File: config.mk
export PLATFORM = sky130hd
export DESIGN_NAME = adc_readout_device_flat
export DESIGN_NICKNAME = d
export VERILOG_FILES = /design/src/logic/adc_link_pkg.sv /design/src/logic/adc_link_if.sv /design/src/logic/adc_readout_device.sv /design/src/flat_wrapper.sv
export SDC_FILE = /design/constraint.sdc
export NUM_CORES = 1
export LEC_CHECK = 0
export ABC_AREA = 0
export BUFFER_PORTS_ARGS = -buffer_cell sky130_fd_sc_hd__clkbuf_2
export CORE_MARGIN = 5
export CORE_UTILIZATION = 50
export CTS_CLUSTER_SIZE = 8
export DETAILED_ROUTE_END_ITERATION = 8
export GPL_TIMING_DRIVEN = 0
export PLACE_DENSITY = 0.78
export RECOVER_POWER = 50
export SETUP_SLACK_MARGIN = 0.1
export SYNTH_ARGS = -nofsm -noshare
export SYNTH_HDL_FRONTEND = slang
export SYNTH_SLANG_ARGS = --single-unit
export TNS_END_PERCENT = 10
File: constraint.sdc
create_clock -name clk -period 3.4 [get_ports clk]
set_input_delay 0.34 -clock clk [delete_from_list [all_inputs] [get_ports clk]]
set_output_delay 0.34 -clock clk [all_outputs]
set_load 0.005 [all_outputs]
File: src/logic/adc_link_pkg.sv
// Shared constants and types for the dual-converter serial readout link.
// Assumes both ends run on the same 40 MHz system clock.
package adc_link_pkg;

   localparam int          RESULT_W       = 12;
   localparam int          CLK_PERIOD_NS  = 25;
   localparam int          SCLK_PERIOD_NS = 200;
   // Half period of the serial clock that the host divides down, in system clocks.
   localparam logic [3:0]  SCLK_HALF      = 4'((SCLK_PERIOD_NS / CLK_PERIOD_NS) / 2);

   localparam logic [5:0]  LEAD_ZEROS     = 6'h02;
   localparam logic [5:0]  PD_FIRST       = 6'h02;
   localparam logic [5:0]  PD_LAST        = 6'h0a;
   localparam logic [5:0]  TRACK_AFTER    = 6'h0d;
   localparam logic [5:0]  CONV_FALLS     = 6'h0e;
   localparam logic [5:0]  WORD_FALLS     = 6'h10;
   localparam logic [5:0]  DUAL_FALLS     = 6'h20;
   localparam logic [5:0]  BURST_FALLS    = 6'h08;

   typedef enum logic [1:0] {
      PWR_NORMAL  = 2'h0,
      PWR_PARTIAL = 2'h1,
      PWR_FULL    = 2'h2
   } power_mode_t;

   typedef enum logic [1:0] {
      WL_8  = 2'h0,
      WL_14 = 2'h1,
      WL_16 = 2'h2,
      WL_32 = 2'h3
   } word_len_t;

   typedef enum logic [2:0] {
      H_IDLE  = 3'h0,
      H_LEAD  = 3'h1,
      H_LOW   = 3'h2,
      H_HIGH  = 3'h3,
      H_TAIL  = 3'h4,
      H_QUIET = 3'h5
   } host_state_t;

   function automatic logic [5:0] falls_for(input word_len_t wl);
      logic [5:0] n;
      n = WORD_FALLS;
      case (wl)
         WL_8:    n = BURST_FALLS;
         WL_14:   n = CONV_FALLS;
         WL_16:   n = WORD_FALLS;
         default: n = DUAL_FALLS;
      endcase
      return n;
   endfunction : falls_for

endpackage : adc_link_pkg

File: src/logic/adc_link_if.sv
// Serial link between the converter end and its host master.
// The data lines are three-state on the board; the levels are resolved here.
`timescale 1ns/1ps
interface adc_link_if;
   logic cs_n;
   logic sclk;
   logic first_serial_output_o;
   logic first_serial_output_oe;
   logic second_serial_output_o;
   logic second_serial_output_oe;
   wire  first_line;
   wire  second_line;

   // A released line shows the inverse of its last bit, so a late sample is caught.
   assign first_line  = first_serial_output_oe  ? first_serial_output_o  : ~first_serial_output_o;
   assign second_line = second_serial_output_oe ? second_serial_output_o : ~second_serial_output_o;

   modport device_mp (
      input  cs_n,
      input  sclk,
      output first_serial_output_o,
      output first_serial_output_oe,
      output second_serial_output_o,
      output second_serial_output_oe
   );

   modport host_mp (
      output cs_n,
      output sclk,
      input  first_line,
      input  second_line
   );
endinterface : adc_link_if

File: src/logic/adc_readout_device.sv
// Converter end of the dual simultaneous-sampling serial readout.
// Assumes chip select and serial clock come from another domain and are
// resynchronised here; the serial clock must be slow enough that each of its
// phases spans several system clocks.
// A phase shorter than one system clock could let an edge slip past unseen.
`timescale 1ns/1ps
module adc_readout_device
   import adc_link_pkg::*;
(
   input  wire logic                    clk,
   input  wire logic                    rst,
   input  wire logic                    ce,
   adc_link_if.device_mp                link,
   input  wire logic [RESULT_W-1:0]     analog_a,
   input  wire logic [RESULT_W-1:0]     analog_b,
   output logic                         track_mode,
   output adc_link_pkg::power_mode_t    power_mode,
   output logic                         result_ready,
   output logic                         result_invalid
);
   import adc_link_pkg::*;

   // Picks the bit due after a given number of counted falling edges.
   // Each half of a dual read is two zeros, twelve bits and two zeros.
   function automatic logic bit_at(input logic [5:0]          n,
                                   input logic [RESULT_W-1:0] own,
                                   input logic [RESULT_W-1:0] other);
      logic [3:0]          m;
      logic [RESULT_W-1:0] word;
      logic                b;
      m    = n[3:0];
      word = n[4] ? other : own;
      b    = 1'b0;
      if (m >= LEAD_ZEROS[3:0] && m < CONV_FALLS[3:0]) begin
         b = word[4'(4'hd - m)];
      end
      return b;
   endfunction : bit_at

   // Edge detection on a synchronised level and its one-cycle-delayed copy.
   function automatic logic fell_edge(input logic prev,
                                      input logic now);
      return prev & ~now;
   endfunction : fell_edge

   function automatic logic rose_edge(input logic prev,
                                      input logic now);
      return ~prev & now;
   endfunction : rose_edge

   logic                cs_s1_q, cs_s2_q, cs_p_q;
   logic                sclk_s1_q, sclk_s2_q, sclk_p_q;
   logic                active_q, active_d;
   logic [5:0]          falls_q, falls_d;
   logic                track_q, track_d;
   logic                oe_q, oe_d;
   logic                dout_a_q, dout_a_d;
   logic                dout_b_q, dout_b_d;
   logic [RESULT_W-1:0] held_a_q, held_a_d;
   logic [RESULT_W-1:0] held_b_q, held_b_d;
   power_mode_t         mode_q, mode_d;
   logic                ready_q, ready_d;
   logic                invalid_q, invalid_d;
   logic                cs_fall, cs_rise, sclk_fall, sclk_rise;
   logic [5:0]          next_falls;

   // Edges are found only on the second synchroniser stage and its delayed copy.
   assign cs_fall   = fell_edge(cs_p_q, cs_s2_q);
   assign cs_rise   = rose_edge(cs_p_q, cs_s2_q);
   assign sclk_fall = fell_edge(sclk_p_q, sclk_s2_q);
   assign sclk_rise = rose_edge(sclk_p_q, sclk_s2_q);
   assign next_falls = 6'(falls_q + 6'h01);

   // A select fall opens a frame, counted falls advance it, and a select rise
   // or the thirty-second fall closes it.
   always_comb begin
      active_d  = active_q;
      falls_d   = falls_q;
      track_d   = track_q;
      oe_d      = oe_q;
      dout_a_d  = dout_a_q;
      dout_b_d  = dout_b_q;
      held_a_d  = held_a_q;
      held_b_d  = held_b_q;
      mode_d    = mode_q;
      ready_d   = 1'b0;
      invalid_d = invalid_q;
      if (cs_fall) begin
         // A serial clock fall in this same cycle is simply not counted.
         active_d  = 1'b1;
         falls_d   = 6'h00;
         track_d   = 1'b0;
         oe_d      = 1'b1;
         dout_a_d  = 1'b0;
         dout_b_d  = 1'b0;
         held_a_d  = analog_a;
         held_b_d  = analog_b;
         // A wake-up frame still runs, but its result is not a real sample.
         invalid_d = (mode_q != PWR_NORMAL);
         if (mode_q != PWR_NORMAL) begin
            held_a_d = '0;
            held_b_d = '0;
         end
      end else if (cs_rise) begin
         active_d = 1'b0;
         oe_d     = 1'b0;
         track_d  = 1'b1;
         if (active_q && falls_q >= PD_FIRST && falls_q < PD_LAST) begin
            // Stepping down on an early release; glitches before the second
            // fall are ignored so a noisy select cannot power the part down.
            mode_d = (mode_q == PWR_NORMAL) ? PWR_PARTIAL : PWR_FULL;
         end
      end else if (active_q && sclk_fall) begin
         falls_d = next_falls;
         if (next_falls == DUAL_FALLS) begin
            active_d = 1'b0;
            oe_d     = 1'b0;
         end else begin
            // Bits 2..13 carry the result, 14 and 15 the trailing zeros,
            // and 16 onwards the other converter's word.
            dout_a_d = bit_at(next_falls, held_a_q, held_b_q);
            dout_b_d = bit_at(next_falls, held_b_q, held_a_q);
         end
         if (next_falls == PD_LAST) begin
            // The data of this wake-up frame stay marked invalid.
            mode_d = PWR_NORMAL;
         end
         if (next_falls == CONV_FALLS) begin
            // One pulse per frame that reaches the fourteenth fall, when the conversion is complete.
            ready_d = 1'b1;
         end
      end else if (active_q && sclk_rise && falls_q >= TRACK_AFTER) begin
         // Rises before the thirteenth counted fall never reach here.
         track_d = 1'b1;
      end
   end

   always_ff @(posedge clk) begin
      if (rst) begin
         // Idle-high reset values keep the release of reset from faking an edge.
         cs_s1_q   <= 1'b1;
         cs_s2_q   <= 1'b1;
         cs_p_q    <= 1'b1;
         sclk_s1_q <= 1'b1;
         sclk_s2_q <= 1'b1;
         sclk_p_q  <= 1'b1;
         active_q  <= 1'b0;
         falls_q   <= 6'h00;
         track_q   <= 1'b1;
         oe_q      <= 1'b0;
         dout_a_q  <= 1'b0;
         dout_b_q  <= 1'b0;
         held_a_q  <= '0;
         held_b_q  <= '0;
         mode_q    <= PWR_NORMAL;
         ready_q   <= 1'b0;
         invalid_q <= 1'b0;
      end else if (ce) begin
         cs_s1_q   <= link.cs_n;
         cs_s2_q   <= cs_s1_q;
         cs_p_q    <= cs_s2_q;
         sclk_s1_q <= link.sclk;
         sclk_s2_q <= sclk_s1_q;
         sclk_p_q  <= sclk_s2_q;
         active_q  <= active_d;
         falls_q   <= falls_d;
         track_q   <= track_d;
         oe_q      <= oe_d;
         dout_a_q  <= dout_a_d;
         dout_b_q  <= dout_b_d;
         held_a_q  <= held_a_d;
         held_b_q  <= held_b_d;
         mode_q    <= mode_d;
         ready_q   <= ready_d;
         invalid_q <= invalid_d;
      end
   end

   // Both lines share one enable: the two streams always start and stop together.
   assign link.first_serial_output_o   = dout_a_q;
   assign link.first_serial_output_oe  = oe_q;
   assign link.second_serial_output_o  = dout_b_q;
   assign link.second_serial_output_oe = oe_q;
   // Status outputs come straight from flip-flops, so they never glitch.
   assign track_mode     = track_q;
   assign power_mode     = mode_q;
   assign result_ready   = ready_q;
   assign result_invalid = invalid_q;

endmodule : adc_readout_device

File: src/flat_wrapper.sv
// flat-port wrapper written by rule: the top's interface ports become plain ports
module adc_readout_device_flat import adc_link_pkg::*;
  (clk, rst, ce, analog_a, analog_b, track_mode, power_mode, result_ready, result_invalid, link_cs_n, link_sclk, link_first_serial_output_o, link_first_serial_output_oe, link_second_serial_output_o, link_second_serial_output_oe);
  adc_link_if link_i ();
  input  wire logic clk;
  input  wire logic rst;
  input  wire logic ce;
  input  wire logic [RESULT_W-1:0] analog_a;
  input  wire logic [RESULT_W-1:0] analog_b;
  output logic track_mode;
  output adc_link_pkg::power_mode_t power_mode;
  output logic result_ready;
  output logic result_invalid;
  input wire logic [$bits(link_i.cs_n)-1:0] link_cs_n;
  input wire logic [$bits(link_i.sclk)-1:0] link_sclk;
  output wire logic [$bits(link_i.first_serial_output_o)-1:0] link_first_serial_output_o;
  output wire logic [$bits(link_i.first_serial_output_oe)-1:0] link_first_serial_output_oe;
  output wire logic [$bits(link_i.second_serial_output_o)-1:0] link_second_serial_output_o;
  output wire logic [$bits(link_i.second_serial_output_oe)-1:0] link_second_serial_output_oe;
  assign link_i.cs_n = link_cs_n;
  assign link_i.sclk = link_sclk;
  assign link_first_serial_output_o = link_i.first_serial_output_o;
  assign link_first_serial_output_oe = link_i.first_serial_output_oe;
  assign link_second_serial_output_o = link_i.second_serial_output_o;
  assign link_second_serial_output_oe = link_i.second_serial_output_oe;
  adc_readout_device u_core (.clk(clk), .rst(rst), .ce(ce), .link(link_i), .analog_a(analog_a), .analog_b(analog_b), .track_mode(track_mode), .power_mode(power_mode), .result_ready(result_ready), .result_invalid(result_invalid));
endmodule
Word-level counts from Yosys, hierarchy flattened
Index checks and enable logic that the tools add are counted.

cells by class
  add/sub/neg operators = 2
  magnitude comparators = 6
  eq/ne operators = 7
  muxes and demuxes = 38
  bitwise gates (word level) = 9
  reductions and logical operators = 20

operator list
  cell                                                                   number
  12-bit two-way mux                                                     4
  1-bit two-way mux                                                      24
  6-bit two-way mux                                                      3
  6-bit by 4-bit equality test with 1-bit output, second input constant  2
  2-bit two-way mux                                                      5
  3-bit AND reduction                                                    3
  3-bit nonzero test                                                     3
  1-bit binary-select mux with 4-bit select                              2
  2-bit nonzero test                                                     4
  6-bit by 1-bit adder with 6-bit output, second input constant          1
  6-bit equality test, second input constant                             1
  6-bit by 2-bit >= comparator with 1-bit output, second input constant  1
  6-bit by 4-bit >= comparator with 1-bit output, second input constant  1
  1-bit logical AND                                                      6
  6-bit by 4-bit < comparator with 1-bit output, second input constant   1
  4-bit by 5-bit < comparator with 1-bit output, second input constant   1
  1-bit inverter                                                         5
  5-bit AND reduction                                                    1
  1-bit bitwise AND                                                      4
  4-bit by 2-bit >= comparator with 1-bit output, second input constant  1
  4-bit < comparator, second input constant                              1
  2-bit by 1-bit != test with 1-bit output, second input constant        2
  4-bit AND reduction                                                    1
  4-bit subtractor, first input constant                                 1
  other kinds (4)                                                        4

word-level totals
  bits in registers = 44
  input bits = 29
  output and inout bits = 9
  logic and storage cells = 98

Logic depth before layout (Yosys ltp)
Gate-level depths: netlist of the first run.

  word-level depth = 9
  depth in mapped cells = 11
  gate-level depth less buffers = 10

Least setup slack after synthesis of the first run
No wires, ideal clock.

  path kind = register to register
  from = register u_core.falls_q[0]
  to = register u_core.dout_b_q, in the netlist u_core.link.second_serial_output_o
  setup time = 122 ps
  arrival time = 2097 ps
  data required time = 3278 ps
  slack = 1181 ps
  stages on the path, launching flop included = 9
  path buffers = 2
  clock period less this slack = 2219 ps
  cells stage by stage = dfxtp_1 > buf_2 > inv_2 > ha_1 > buf_2 > mux4_2 > and2_1 > a211oi_1 > o21ai_1

between the ends
  cells in the longest elaborated chain, start to end = 9
  elaborated cells on any way between the ends = 16
  classes of those cells = add/sub (2); order compare (2); eq/ne (2); mux (8); reduce/logical (2)

RTL lines
  element                                                 RTL line                                            RTL
  from (decl)                                             adc_readout_device.sv:54                            logic [5:0] falls_q, falls_d;
  from (signal assigned)                                  adc_readout_device.sv:166                           falls_q <= falls_d;
  6-bit by 1-bit adder with 6-bit output (*)              adc_readout_device.sv:72                            assign next_falls = 6'(falls_q + 6'h01);
  4-bit subtractor or 12-bit two-way mux (tied branches)  adc_readout_device.sv:35, adc_readout_device.sv:32
  1-bit binary-select mux with 4-bit select               adc_readout_device.sv:35                            b = word[4'(4'hd - m)];
  1-bit two-way mux (not written as such)                 adc_readout_device.sv:35
  1-bit two-way mux                                       adc_readout_device.sv:34                            if (m >= LEAD_ZEROS[3:0] && m < CONV_FALLS[3:0]) begin
  1-bit two-way mux                                       adc_readout_device.sv:115                           if (next_falls == DUAL_FALLS) begin
  1-bit two-way mux                                       adc_readout_device.sv:113                           end else if (active_q && sclk_fall) begin
  1-bit two-way mux                                       adc_readout_device.sv:104                           end else if (cs_rise) begin
  1-bit two-way mux                                       adc_readout_device.sv:88                            if (cs_fall) begin
  to (signal assigned)                                    adc_readout_device.sv:170                           dout_b_q <= dout_b_d;
  to (decl)                                               adc_readout_device.sv:58                            logic dout_b_q, dout_b_d;

Every way passes the cells marked *; elsewhere a longest branch is shown, timed or not. The select of a mux whose other input is x is not followed.
A chain may end at the register's enable or synchronous reset.

Final worst setup path of the first run
  from = register u_core.falls_q[0]
  to = register u_core.dout_a_q, in the netlist u_core.link.first_serial_output_o

between the ends
  cells in the longest elaborated chain, start to end = 9
  elaborated cells on any way between the ends = 16
  classes of those cells = add/sub (2); order compare (2); eq/ne (2); mux (8); reduce/logical (2)

RTL lines
  element                                                 RTL line                                            RTL
  6-bit by 1-bit adder with 6-bit output (*)              adc_readout_device.sv:72
  4-bit subtractor or 12-bit two-way mux (tied branches)  adc_readout_device.sv:35, adc_readout_device.sv:32
  1-bit binary-select mux with 4-bit select               adc_readout_device.sv:35
  1-bit two-way mux (not written as such)                 adc_readout_device.sv:35
  1-bit two-way mux                                       adc_readout_device.sv:34
  1-bit two-way mux                                       adc_readout_device.sv:115
  1-bit two-way mux                                       adc_readout_device.sv:113
  1-bit two-way mux                                       adc_readout_device.sv:104
  1-bit two-way mux                                       adc_readout_device.sv:88
  to (signal assigned)                                    adc_readout_device.sv:169                           dout_a_q <= dout_a_d;
  to (decl)                                               adc_readout_device.sv:57                            logic dout_a_q, dout_a_d;

Marked as above.

==> results of run 1 <==
-- power by group through the flow --
stage	Clock, W	Combinational [W]	Sequential (W)
3_3_place_gp	0	0.0000877	0.000554
2_1_floorplan	0	0.0000578	0.000551
5_1_grt	0.000362	0.000101	0.000545
6_report	0.000336	0.0000890	0.000543
3_5_place_dp	0	0.0000909	0.000555
4_1_cts	0.000340	0.0000912	0.000543
-- worst min path at each step --
stage / from / slack, ns / end / depth (start not counted)
after global routing: link_sclk / 0.25 / u_core.sclk_s1_q$_SDFFE_PP1P_ / 2
after CTS: link_sclk / 0.25 / u_core.sclk_s1_q$_SDFFE_PP1P_ / 2
after global placement: u_core.cs_s1_q$_SDFFE_PP1P_ / 0.44 / u_core.cs_s2_q$_SDFFE_PP1P_ / 1
final: link_sclk / 0.25 / u_core.sclk_s1_q$_SDFFE_PP1P_ / 2
after floorplan: u_core.cs_s1_q$_SDFFE_PP1P_ / 0.43 / u_core.cs_s2_q$_SDFFE_PP1P_ / 1
after detailed placement: u_core.link.second_serial_output_o$_SDFFE_PP0P_ / 0.45 / u_core.link.second_serial_output_o$_SDFFE_PP0P_ / 2
-- kinds of logic after synthesis --
kind of cell | count (synthesis) | share of synthesized area (%)
and+or+nand+nor | 108 | 24.2
DFF | 44 | 35.9
AOI/OAI and AO/OA | 65 | 18.8
buffers and inverters | 25 | 5.45
muxes | 19 | 10.2
xor gates and xnor gates | 6 | 2.90
adders and majority gates | 5 | 2.55
-- routing by layer --
metal,part of all wire [%],routed length [µm]
met2,47,2860
met3,5.5,332
met4,1.6,94
met1,46,2760
met5,0,0
-- layout make-up --
class	count	area share [%]
sequential	44	31.7
buffer	21	3.96
inverter	4	0.540
multi-input combinational	203	51.4
clock inverter	2	0.585
timing repair buffer	36	6.21
tap	67	3.01
clock buffer	6	2.61
-- sequential cells by signal (all words and copies together), names as in the netlist --
name,flops
u_core.power_mode,2
u_core.link.second_serial_output_o,1
u_core.cs_p_q,1
u_core.sclk_s2_q,1
u_core.active_q,1
u_core.link.first_serial_output_o,1
u_core.falls_q,6
u_core.cs_s2_q,1
u_core.held_a_q,12
u_core.result_invalid,1
u_core.sclk_s1_q,1
u_core.result_ready,1
u_core.sclk_p_q,1
u_core.track_mode,1
u_core.held_b_q,12
u_core.cs_s1_q,1
-- through the flow --
stage / instances / total power (W) / setup WS (ns) / util (%) / hold WS (ns)
after detailed placement: 375 / 0.000646 / 0.756 / 57.2 / 0.447
final: 383 / 0.000968 / 0.647 / 58.5 / 0.251
after floorplan: 272 / 0.000609 / 1.18 / - / 0.431
after CTS: 383 / 0.000973 / 0.659 / 59.1 / 0.253
after global placement: 375 / 0.000641 / 0.808 / 57.2 / 0.438
after global routing: 383 / 0.00101 / 0.445 / 58.5 / 0.254
-- cells in the mapped netlist, types with 3 or more instances --
cell type / number
sky130_fd_sc_hd__nand4_1: 3
sky130_fd_sc_hd__clkbuf_1: 10
sky130_fd_sc_hd__buf_6: 3
sky130_fd_sc_hd__o21ai_1: 7
sky130_fd_sc_hd__dfxtp_1: 44
sky130_fd_sc_hd__and3_1: 5
sky130_fd_sc_hd__xor2_1: 4
sky130_fd_sc_hd__nand2_1: 11
sky130_fd_sc_hd__a211oi_1: 3
sky130_fd_sc_hd__nor2b_1: 12
sky130_fd_sc_hd__buf_4: 3
sky130_fd_sc_hd__a22oi_1: 28
sky130_fd_sc_hd__a21oi_1: 12
sky130_fd_sc_hd__a211o_1: 6
sky130_fd_sc_hd__and2_1: 3
sky130_fd_sc_hd__nor3b_1: 3
sky130_fd_sc_hd__nand2b_1: 3
sky130_fd_sc_hd__buf_2: 5
sky130_fd_sc_hd__nor2_1: 39
sky130_fd_sc_hd__nor3_1: 5
sky130_fd_sc_hd__inv_1: 3
sky130_fd_sc_hd__nand3_1: 7
sky130_fd_sc_hd__ha_1: 5
sky130_fd_sc_hd__mux2i_1: 13
sky130_fd_sc_hd__nor4_2: 3
sky130_fd_sc_hd__o31ai_1: 3
==> flow_summary.yaml, run 1 <==
pwr:
  cell_internal_pwr_w: 0.000717
  swShare_pct: 25.9
  cellPowerDensity_nw_per_um2: 348
  clock_power_share_pct: 34.7
  p_seq_share_pct: 56.1
  p_sw_w: 0.000251
  static-leakage-power_nw: 1.12
  pwr-share-comb_pct: 9.2
  ir_worst_vdd_mv: 0.257
sta:
  grt_setup_unrepaired: "no"
  fin_worst_skew_ns: 0.00440
  fmax_mhz: 363
  timing.final.crit_share_pct: 81.0
  min_cycle_time_layout_ns: 2.75
  tightestPinTransition_ns: 0.901
  setup_tns_ns: 0
  report.final.setup_viol: 0
  final-hold-violation-count: 0
  slew_viol_final: 0
  slew_headroom_pct: 39.3
worst_setup_path:
  critPathRequiredTime_ns: 3.64
  reg2reg_slack_ns: 0.65
  regToRegEndpoint: "u_core.link.first_serial_output_o$_SDFFE_PP0P_"
  critPathLaunch: "u_core.falls_q[0]$_SDFFE_PP0P_"
  cp_top_family: "buffers and inverters"
  critical-path-max-stage-delay_ns: 0.54
  timing.critical_path.to_type: "flop"
  rr_startpoint: "u_core.falls_q[0]$_SDFFE_PP0P_"
  critical_path.slowest_cell: "sky130_fd_sc_hd__dfxtp_1"
  cells_along_the_critical_path: "buf_2 > inv_2 > ha_1 > buf_2 > clkbuf_1 > nand4b_1 > nand3_1 > nor4_2 > nand4_1 > o2bb2ai_1"
  path_max_fanout: 10
  arrival_ns: 2.99
  cp_num_cells: 10
  critical-path-top-cell-by-count: "sky130_fd_sc_hd__buf_2"
  endpoint: "u_core.link.first_serial_output_o$_SDFFE_PP0P_"
  worst_setup_path_start_kind: "flop"
  timing.critical_path.buf_inv: 4
  setup.worst_path.class: "reg -> reg"
  path_depth_of_the_worst_reg2reg_path: 10
placement:
  routabilityCongestion: 0.847
  count_of_input_and_output_buffers: 36
  postPlaceCellArea_um2: 2720
  dpl.hpwl_um: 4430
clock_network:
  path_clk_slew_ns: 0.09
  cts_repair_resize_count: 0
  postCtsHoldBufs: 0
  ctsLongestPathBuffers: 2
  cts.root.buffer_cell: "sky130_fd_sc_hd__clkbuf_8"
  h-tree-depth: 2
  tritoncts.num_buffers: 5
  sinks_on_the_clock_net: 44
  cts_tree: "yes"
  postCtsSetupRepairBufs: 0
  clock_latency_ns: 0.30
global_routing:
  grtUsageTotal_pct: 21.1
  busiest_layer: "met2"
  grtUsageMet2_pct: 32.9
  grt_max_degree: 15
  grt_pass1_wl_um: 10600
  first_global_vias: 2174
  grt_use_met3_pct: 4.93
  global_route_track_usage_on_met1_pct: 28.7
  grt_antenna_before_repair: 0
  grt_remaining_overflow: 0
yosys:
  yosys_register_bits: 44
  ys.warnings.count: 0
  post-synth-top-area-cell: "sky130_fd_sc_hd__dfxtp_1"
  syn-mean-instance-area_um2: 9.03
  synth_flop_cell: "sky130_fd_sc_hd__dfxtp_1"
  synth_largest_type_area_fraction_pct: 35.9
  largest_cells_by_area_after_synthesis: "sky130_fd_sc_hd__dfxtp_1 (36%), sky130_fd_sc_hd__a22oi_1 (8.6%), sky130_fd_sc_hd__nor2_1 (6.0%)"
  synthesis.instances: 272
  synth_edf_count: 0
  syn-num-nets: 306
  ys_async_sr_fraction_pct: 0
  post_synth_num_cell_types: 47
  synth_sequential_area_ratio_pct: 35.9
  syn_area_um2: 2460
layout:
  most_common_library_cell_in_the_layout_ignoring_fill_and_taps: "sky130_fd_sc_hd__dfxtp_1"
  area.growth.synth_to_final_pct: 13.2
  antenna_fix_cells: 0
  drive_gt1_share_pct: 19.0
  fin_nets: 349
  multi_input_area_um2: 1430
  post-route-cell-area_um2: 2780
  seqCellArea_um2: 881
  most_used_cells_in_the_layout_excluding_fill_and_tap_cells: "sky130_fd_sc_hd__dfxtp_1 (44), sky130_fd_sc_hd__nor2_1 (39), sky130_fd_sc_hd__clkbuf_2 (30)"
  filler_cell_count: 444
die:
  design.portCount: 38
  start_util_pct: 51.7
  die_height_um: 80.1
  core_area_um2: 4750
  die_width_um: 80.1
  design.die.area_um2: 6410
  std_cell_rows: 25
drt:
  drc_violations: 0
  routed_wire_length_per_instance_um: 15.8
  wl_um: 6040
  ant_nets: 0
  drt_iter0_drc: 155
  vias_per_instance: 5.67
  detailedRoute.firstPassIterationCount: 5
  dr_total_vias: 2170
worst_hold_path:
  hold_path_class: "in -> reg"
run:
  max_cap_violations: 0
outcome:
  status: "complete, no violations"
Power figures use the tool's default switching activity.
==> inputs of run 2 (changes only) <==
Clock period 3.4 ns to 2.55 ns, I/O delays scaled along.
==> run 2 against run 1 <==
  * Final area is 0.81% higher
  * Via count rose by 2.4%
  * Final cell count did not move
  * Sequential power is 33% higher
  * Register-to-register slack lost 0.45 ns
  * Maximum frequency is 17% higher
  * Total power up 34%
  * Global-route usage up 0.21 points
  * Largest power group unchanged
==> flow_summary.yaml, run 2 (same netlist as run 1, synthesis figures left out) <==
outcome:
  status: "complete, no violations"
die:
  die_width_um: 80.1
  start_util_pct: 51.7
  core_area_um2: 4750
  die_height_um: 80.1
  design.die.area_um2: 6410
  design.portCount: 38
  std_cell_rows: 25
placement:
  place.detailed.instances: 375
  dpl.hpwl_um: 4430
  routabilityCongestion: 0.847
  count_of_input_and_output_buffers: 36
drt:
  dr_total_vias: 2221
  drc_violations: 0
  vias_per_instance: 5.80
  drt_iter0_drc: 130
  routed_wire_length_per_instance_um: 16.1
  detailedRoute.firstPassIterationCount: 4
  ant_nets: 0
  wl_um: 6170
layout:
  area.growth.synth_to_final_pct: 14.2
  most_used_cells_in_the_layout_excluding_fill_and_tap_cells: "sky130_fd_sc_hd__dfxtp_1 (42), sky130_fd_sc_hd__nor2_1 (39), sky130_fd_sc_hd__clkbuf_2 (30)"
  top_regs: "u_core.held_a_q: 12 flops, u_core.held_b_q: 12 flops, u_core.falls_q: 6 flops"
  most_common_library_cell_in_the_layout_ignoring_fill_and_taps: "sky130_fd_sc_hd__dfxtp_1"
  fin_nets: 349
  antenna_fix_cells: 0
  instances_no_fill: 383
  drive_gt1_share_pct: 20.3
worst_setup_path:
  critPathRequiredTime_ns: 2.79
  worst_setup_path_start_kind: "flop"
  path_max_fanout: 10
  cells_along_the_critical_path: "buf_6 > inv_2 > ha_1 > ha_2 > nor2b_1 > a21oi_1 > mux2i_1 > nor4_4 > nand4_1 > o2bb2ai_1"
  timing.critical_path.buf_inv: 2
  setup.worst_path.class: "reg -> reg"
  arrival_ns: 2.59
  timing.critical_path.to_type: "flop"
  cp_top_family: "adder cells"
  critical-path-max-stage-delay_ns: 0.41
  critical_path.slowest_cell: "sky130_fd_sc_hd__dfxtp_4"
clock_network:
  tritoncts.num_buffers: 5
  h-tree-depth: 2
  sinks_on_the_clock_net: 44
  ctsLongestPathBuffers: 2
  cts_tree: "yes"
  cts.root.buffer_cell: "sky130_fd_sc_hd__clkbuf_8"
  postCtsHoldBufs: 0
  clock_latency_ns: 0.30
  path_clk_slew_ns: 0.09
global_routing:
  grt_pass1_wl_um: 10700
  grtUsageTotal_pct: 21.3
  grt_antenna_before_repair: 0
  grt_max_degree: 15
  grt_remaining_overflow: 0
  first_global_vias: 2201
pwr:
  static-leakage-power_nw: 1.12
  cellPowerDensity_nw_per_um2: 461
  ir_worst_vdd_mv: 0.341
sta:
  grt_setup_unrepaired: "no"
  fmax_mhz: 425
  setup_tns_ns: 0
  tightestPinTransition_ns: 0.954
  min_cycle_time_layout_ns: 2.35
  report.final.setup_viol: 0
  slew_viol_final: 0
  final-hold-violation-count: 0
  fin_worst_skew_ns: 0.00676
  timing.final.crit_share_pct: 92.3
  slew_headroom_pct: 35.7
run:
  max_cap_violations: 0
worst_hold_path:
  hold_path_class: "in -> reg"
-- run 2: changes by cell type in the layout (fill, tap and decap cells not counted), sizes merged --
cell,delta
buf,+1
clkbuf,-1
-- run 2: layout make-up --
class | count | area, µm²
fillers | 439 | 1950
multi-input cells | 203 | 1440
flip-flops and latches | 44 | 886
repair buffers | 36 | 173
plain buffers | 21 | 118
well taps | 67 | 83.8
clock buffers | 6 | 72.6
clock inverters | 2 | 16.3
inverters | 4 | 15.0
-- run 2: final timing paths --
check                                                                     start                                              end  slack, ns  cells after the start
worst max-delay path                             u_core.falls_q[0]$_SDFFE_PP0P_   u_core.link.first_serial_output_o$_SDFFE_PP0P_       0.20                     10
worst min register to register  u_core.link.second_serial_output_o$_SDFFE_PP0P_  u_core.link.second_serial_output_o$_SDFFE_PP0P_       0.47                      2
worst min-delay path                                                  link_sclk                    u_core.sclk_s1_q$_SDFFE_PP1P_       0.17                      2
worst max register to register                   u_core.falls_q[0]$_SDFFE_PP0P_   u_core.link.first_serial_output_o$_SDFFE_PP0P_       0.20                     10
-- run 2: per-layer routing --
| metal | share of wire [%] | up-vias | track usage [%] |
|---|---|---|---|
| met2 | 47 | 78 | 33.4 |
| met4 | 1.8 | 0 | 6.93 |
| met1 | 45 | 1052 | 28.9 |
| met3 | 6.4 | 13 | 4.93 |
| li1 | - | 1078 | - |
| met5 | 0 | - | 0 |
-- run 2: where the power goes --
part,switching (W),internal [W],total (W)
Clock,0.000255,0.000195,0.000450
Sequential,0.0000175,0.000706,0.000723
Combinational,0.0000646,0.0000544,0.000119
Total,0.000337,0.000955,0.00129
-- run 2: worst register-to-register path: stages (launching register included) --
cell and delay, ns:
sky130_fd_sc_hd__dfxtp_4 0.41, sky130_fd_sc_hd__buf_6 0.16, sky130_fd_sc_hd__inv_2 0.09, sky130_fd_sc_hd__ha_1 0.34
sky130_fd_sc_hd__ha_2 0.32, sky130_fd_sc_hd__nor2b_1 0.14, sky130_fd_sc_hd__a21oi_1 0.12, sky130_fd_sc_hd__mux2i_1 0.14
sky130_fd_sc_hd__nor4_4 0.30, sky130_fd_sc_hd__nand4_1 0.14, sky130_fd_sc_hd__o2bb2ai_1 0.14
-- run 2: per-stage QoR --
stage / setup WS [ns] / util, % / hold slack [ns] / total power (W) / area (µm²)
after CTS: 0.132 / 59.4 / 0.168 / 0.00130 / 2820
after detailed placement: -0.0943 / 57.2 / 0.447 / 0.000861 / 2720
after floorplan: 0.331 / - / 0.377 / 0.000811 / 2460
final: 0.197 / 59.0 / 0.165 / 0.00129 / 2800
after global placement: -0.0421 / 57.2 / 0.438 / 0.000855 / 2720
after global routing: 0.0942 / 59.0 / 0.169 / 0.00135 / 2800
-- run 2: repair_timing --
| item | 4_1_cts | 5_1_grt |
|---|---|---|
| hold endpoints to repair | 0 | 0 |
| setup endpoints to repair | 2 | 2 |
| pin swaps | 0 | 1 |
| gates resized for setup | 4 | 7 |
| setup buffers | 0 | 0 |
==> inputs of run 3 (changes only) <==
--- a/config.mk
+++ b/config.mk
@@ -11,2 +11,3 @@
 export CORE_UTILIZATION = 50
+export CTS_BUF_LIST = sky130_fd_sc_hd__clkbuf_8
 export CTS_CLUSTER_SIZE = 8
==> constraint.sdc (replaced) <==
create_clock -name clk -period 2.55 [get_ports clk]
set_input_delay 0.3825 -clock clk [delete_from_list [all_inputs] [get_ports clk]]
set_output_delay 0.3825 -clock clk [all_outputs]
set_load 0.005 [all_outputs]
==> run 3 against run 2 <==
  * Combinational power barely moved
  * Sequential share of layout area down 0.070 points
  * Final area up 0.22%
  * Non-clock buffer count is the same
  * Hold slack improved by 0.13 ns
  * Sequential power about the same
  * Clock power down 0.9%
  * First-iteration DRC count increased by 22%
  * Sequential cell count did not move
  * Final cell count is the same
  * Via count is 0.27% higher
  * Critical endpoint unchanged
==> flow_summary.yaml, run 3 (same netlist as run 1, synthesis figures left out) <==
clock_network:
  cts.root.buffer_cell: "sky130_fd_sc_hd__clkbuf_8"
  postCtsHoldBufs: 0
  clock_latency_ns: 0.30
  cts_tree: "yes"
  tritoncts.num_buffers: 5
  ctsLongestPathBuffers: 2
  sinks_on_the_clock_net: 44
  postCtsSetupRepairBufs: 0
  path_clk_slew_ns: 0.09
  h-tree-depth: 2
sta:
  slew_headroom_pct: 34.4
  report.final.setup_viol: 0
  final-hold-violation-count: 0
  grt_setup_unrepaired: "no"
  fin_worst_skew_ns: 0.00435
  min_cycle_time_layout_ns: 2.36
  postLayoutSetupSlackWorst_ns: 0.195
  fmax_mhz: 425
  slew_viol_final: 0
  tightestPinTransition_ns: 0.974
  timing.final.crit_share_pct: 92.4
die:
  design.die.area_um2: 6410
  core_area_um2: 4750
  start_util_pct: 51.7
  std_cell_rows: 25
  die_width_um: 80.1
  design.portCount: 38
  die_height_um: 80.1
layout:
  post-route-cell-area_um2: 2810
  most_common_library_cell_in_the_layout_ignoring_fill_and_taps: "sky130_fd_sc_hd__dfxtp_1"
  drive_gt1_share_pct: 20.6
  instances_no_fill: 383
  antenna_fix_cells: 0
  fin_nets: 349
  most_used_cells_in_the_layout_excluding_fill_and_tap_cells: "sky130_fd_sc_hd__dfxtp_1 (42), sky130_fd_sc_hd__nor2_1 (39), sky130_fd_sc_hd__clkbuf_2 (30)"
  top_regs: "u_core.held_a_q: 12 flops, u_core.held_b_q: 12 flops, u_core.falls_q: 6 flops"
  area.growth.synth_to_final_pct: 14.4
drt:
  drt_iter0_drc: 158
  drc_violations: 0
  detailedRoute.firstPassIterationCount: 4
  dr_total_vias: 2227
  vias_per_instance: 5.81
  wl_um: 6130
  routed_wire_length_per_instance_um: 16.0
  ant_nets: 0
placement:
  postPlaceCellArea_um2: 2720
  dpl.hpwl_um: 4430
  pre_cts_slack_ns: -0.0943
  count_of_input_and_output_buffers: 36
  routabilityCongestion: 0.847
  place.detailed.instances: 375
pwr:
  ir_worst_vdd_mv: 0.342
  static-leakage-power_nw: 1.13
  cellPowerDensity_nw_per_um2: 459
worst_setup_path:
  setup.worst_path.class: "reg -> reg"
  arrival_ns: 2.59
  critPathLaunch: "u_core.falls_q[0]$_SDFFE_PP0P_"
  worst_setup_path_start_kind: "flop"
  critPathRequiredTime_ns: 2.79
  path_max_fanout: 10
  timing.critical_path.to_type: "flop"
  rr_startpoint: "u_core.falls_q[0]$_SDFFE_PP0P_"
global_routing:
  grtUsageTotal_pct: 21.3
  grt_max_degree: 15
  grt_pass1_wl_um: 10700
  grt_remaining_overflow: 0
  first_global_vias: 2201
  grt_antenna_before_repair: 0
worst_hold_path:
  hold_path_class: "in -> reg"
  worst_hold_startpoint: "link_sclk"
run:
  max_cap_violations: 0
outcome:
  status: "complete, no violations"
-- run 3: metal layers --
layer  up-vias  global-route usage, %  wire length [µm]
met5         -                      0                 0
met4         0                   6.93               119
met3         9                   4.93               378
met2        68                   33.4              2930
met1      1078                   28.9              2700
li1       1072                      -                 -
-- run 3: area by class of cell --
type / count / area [µm²]
Fill cell: 437 / 1940
Clock buffer: 5 / 68.8
Multi-Input combinational cell: 203 / 1450
Sequential cell: 44 / 886
Tap cell: 67 / 83.8
Clock inverter: 3 / 20.0
Buffer: 21 / 118
Inverter: 4 / 15.0
Timing Repair Buffer: 36 / 173
-- run 3: metrics by stage --
| stage | setup TNS (ns) | hold slack, ns | total power [W] | utilization [%] |
|---|---|---|---|---|
| after CTS | 0 | 0.296 | 0.00129 | 59.4 |
| after detailed placement | -0.155 | 0.447 | 0.000861 | 57.2 |
| after floorplan | 0 | 0.431 | 0.000811 | - |
| final | 0 | 0.293 | 0.00129 | 59.1 |
| after global routing | 0 | 0.297 | 0.00134 | 59.1 |
| after global placement | -0.0666 | 0.438 | 0.000855 | 57.2 |
-- run 3: path summary, 6_finish.rpt --
path,endpoint,slack (ns),depth (start not counted)
worst min register to register,u_core.link.second_serial_output_o$_SDFFE_PP0P_,0.46,2
worst min-delay path,u_core.sclk_s1_q$_SDFFE_PP1P_,0.29,2
worst max register to register,u_core.link.first_serial_output_o$_SDFFE_PP0P_,0.19,10
worst max-delay path,u_core.link.first_serial_output_o$_SDFFE_PP0P_,0.19,10
-- run 3: power breakdown --
group | internal [W] | switching (W) | total [W]
Clock | 0.000191 | 0.000255 | 0.000446
Sequential | 0.000706 | 0.0000174 | 0.000723
Combinational | 0.0000545 | 0.0000648 | 0.000119
Total | 0.000952 | 0.000337 | 0.00129
-- run 3: what timing repair did --
item	in CTS	in global routing
hold endpoints to repair	0	0
pin swaps	0	1
resized for setup	4	7
setup endpoints to repair	2	2
-- run 3: worst max-delay path: stages (launching register included) --
cell	delay, ns
sky130_fd_sc_hd__dfxtp_4	0.41
sky130_fd_sc_hd__buf_6	0.16
sky130_fd_sc_hd__inv_2	0.08
sky130_fd_sc_hd__ha_1	0.34
sky130_fd_sc_hd__ha_2	0.32
sky130_fd_sc_hd__nor2b_1	0.14
sky130_fd_sc_hd__a21oi_1	0.12
sky130_fd_sc_hd__mux2i_1	0.14
sky130_fd_sc_hd__nor4_4	0.30
sky130_fd_sc_hd__nand4_1	0.14
sky130_fd_sc_hd__o2bb2ai_1	0.14
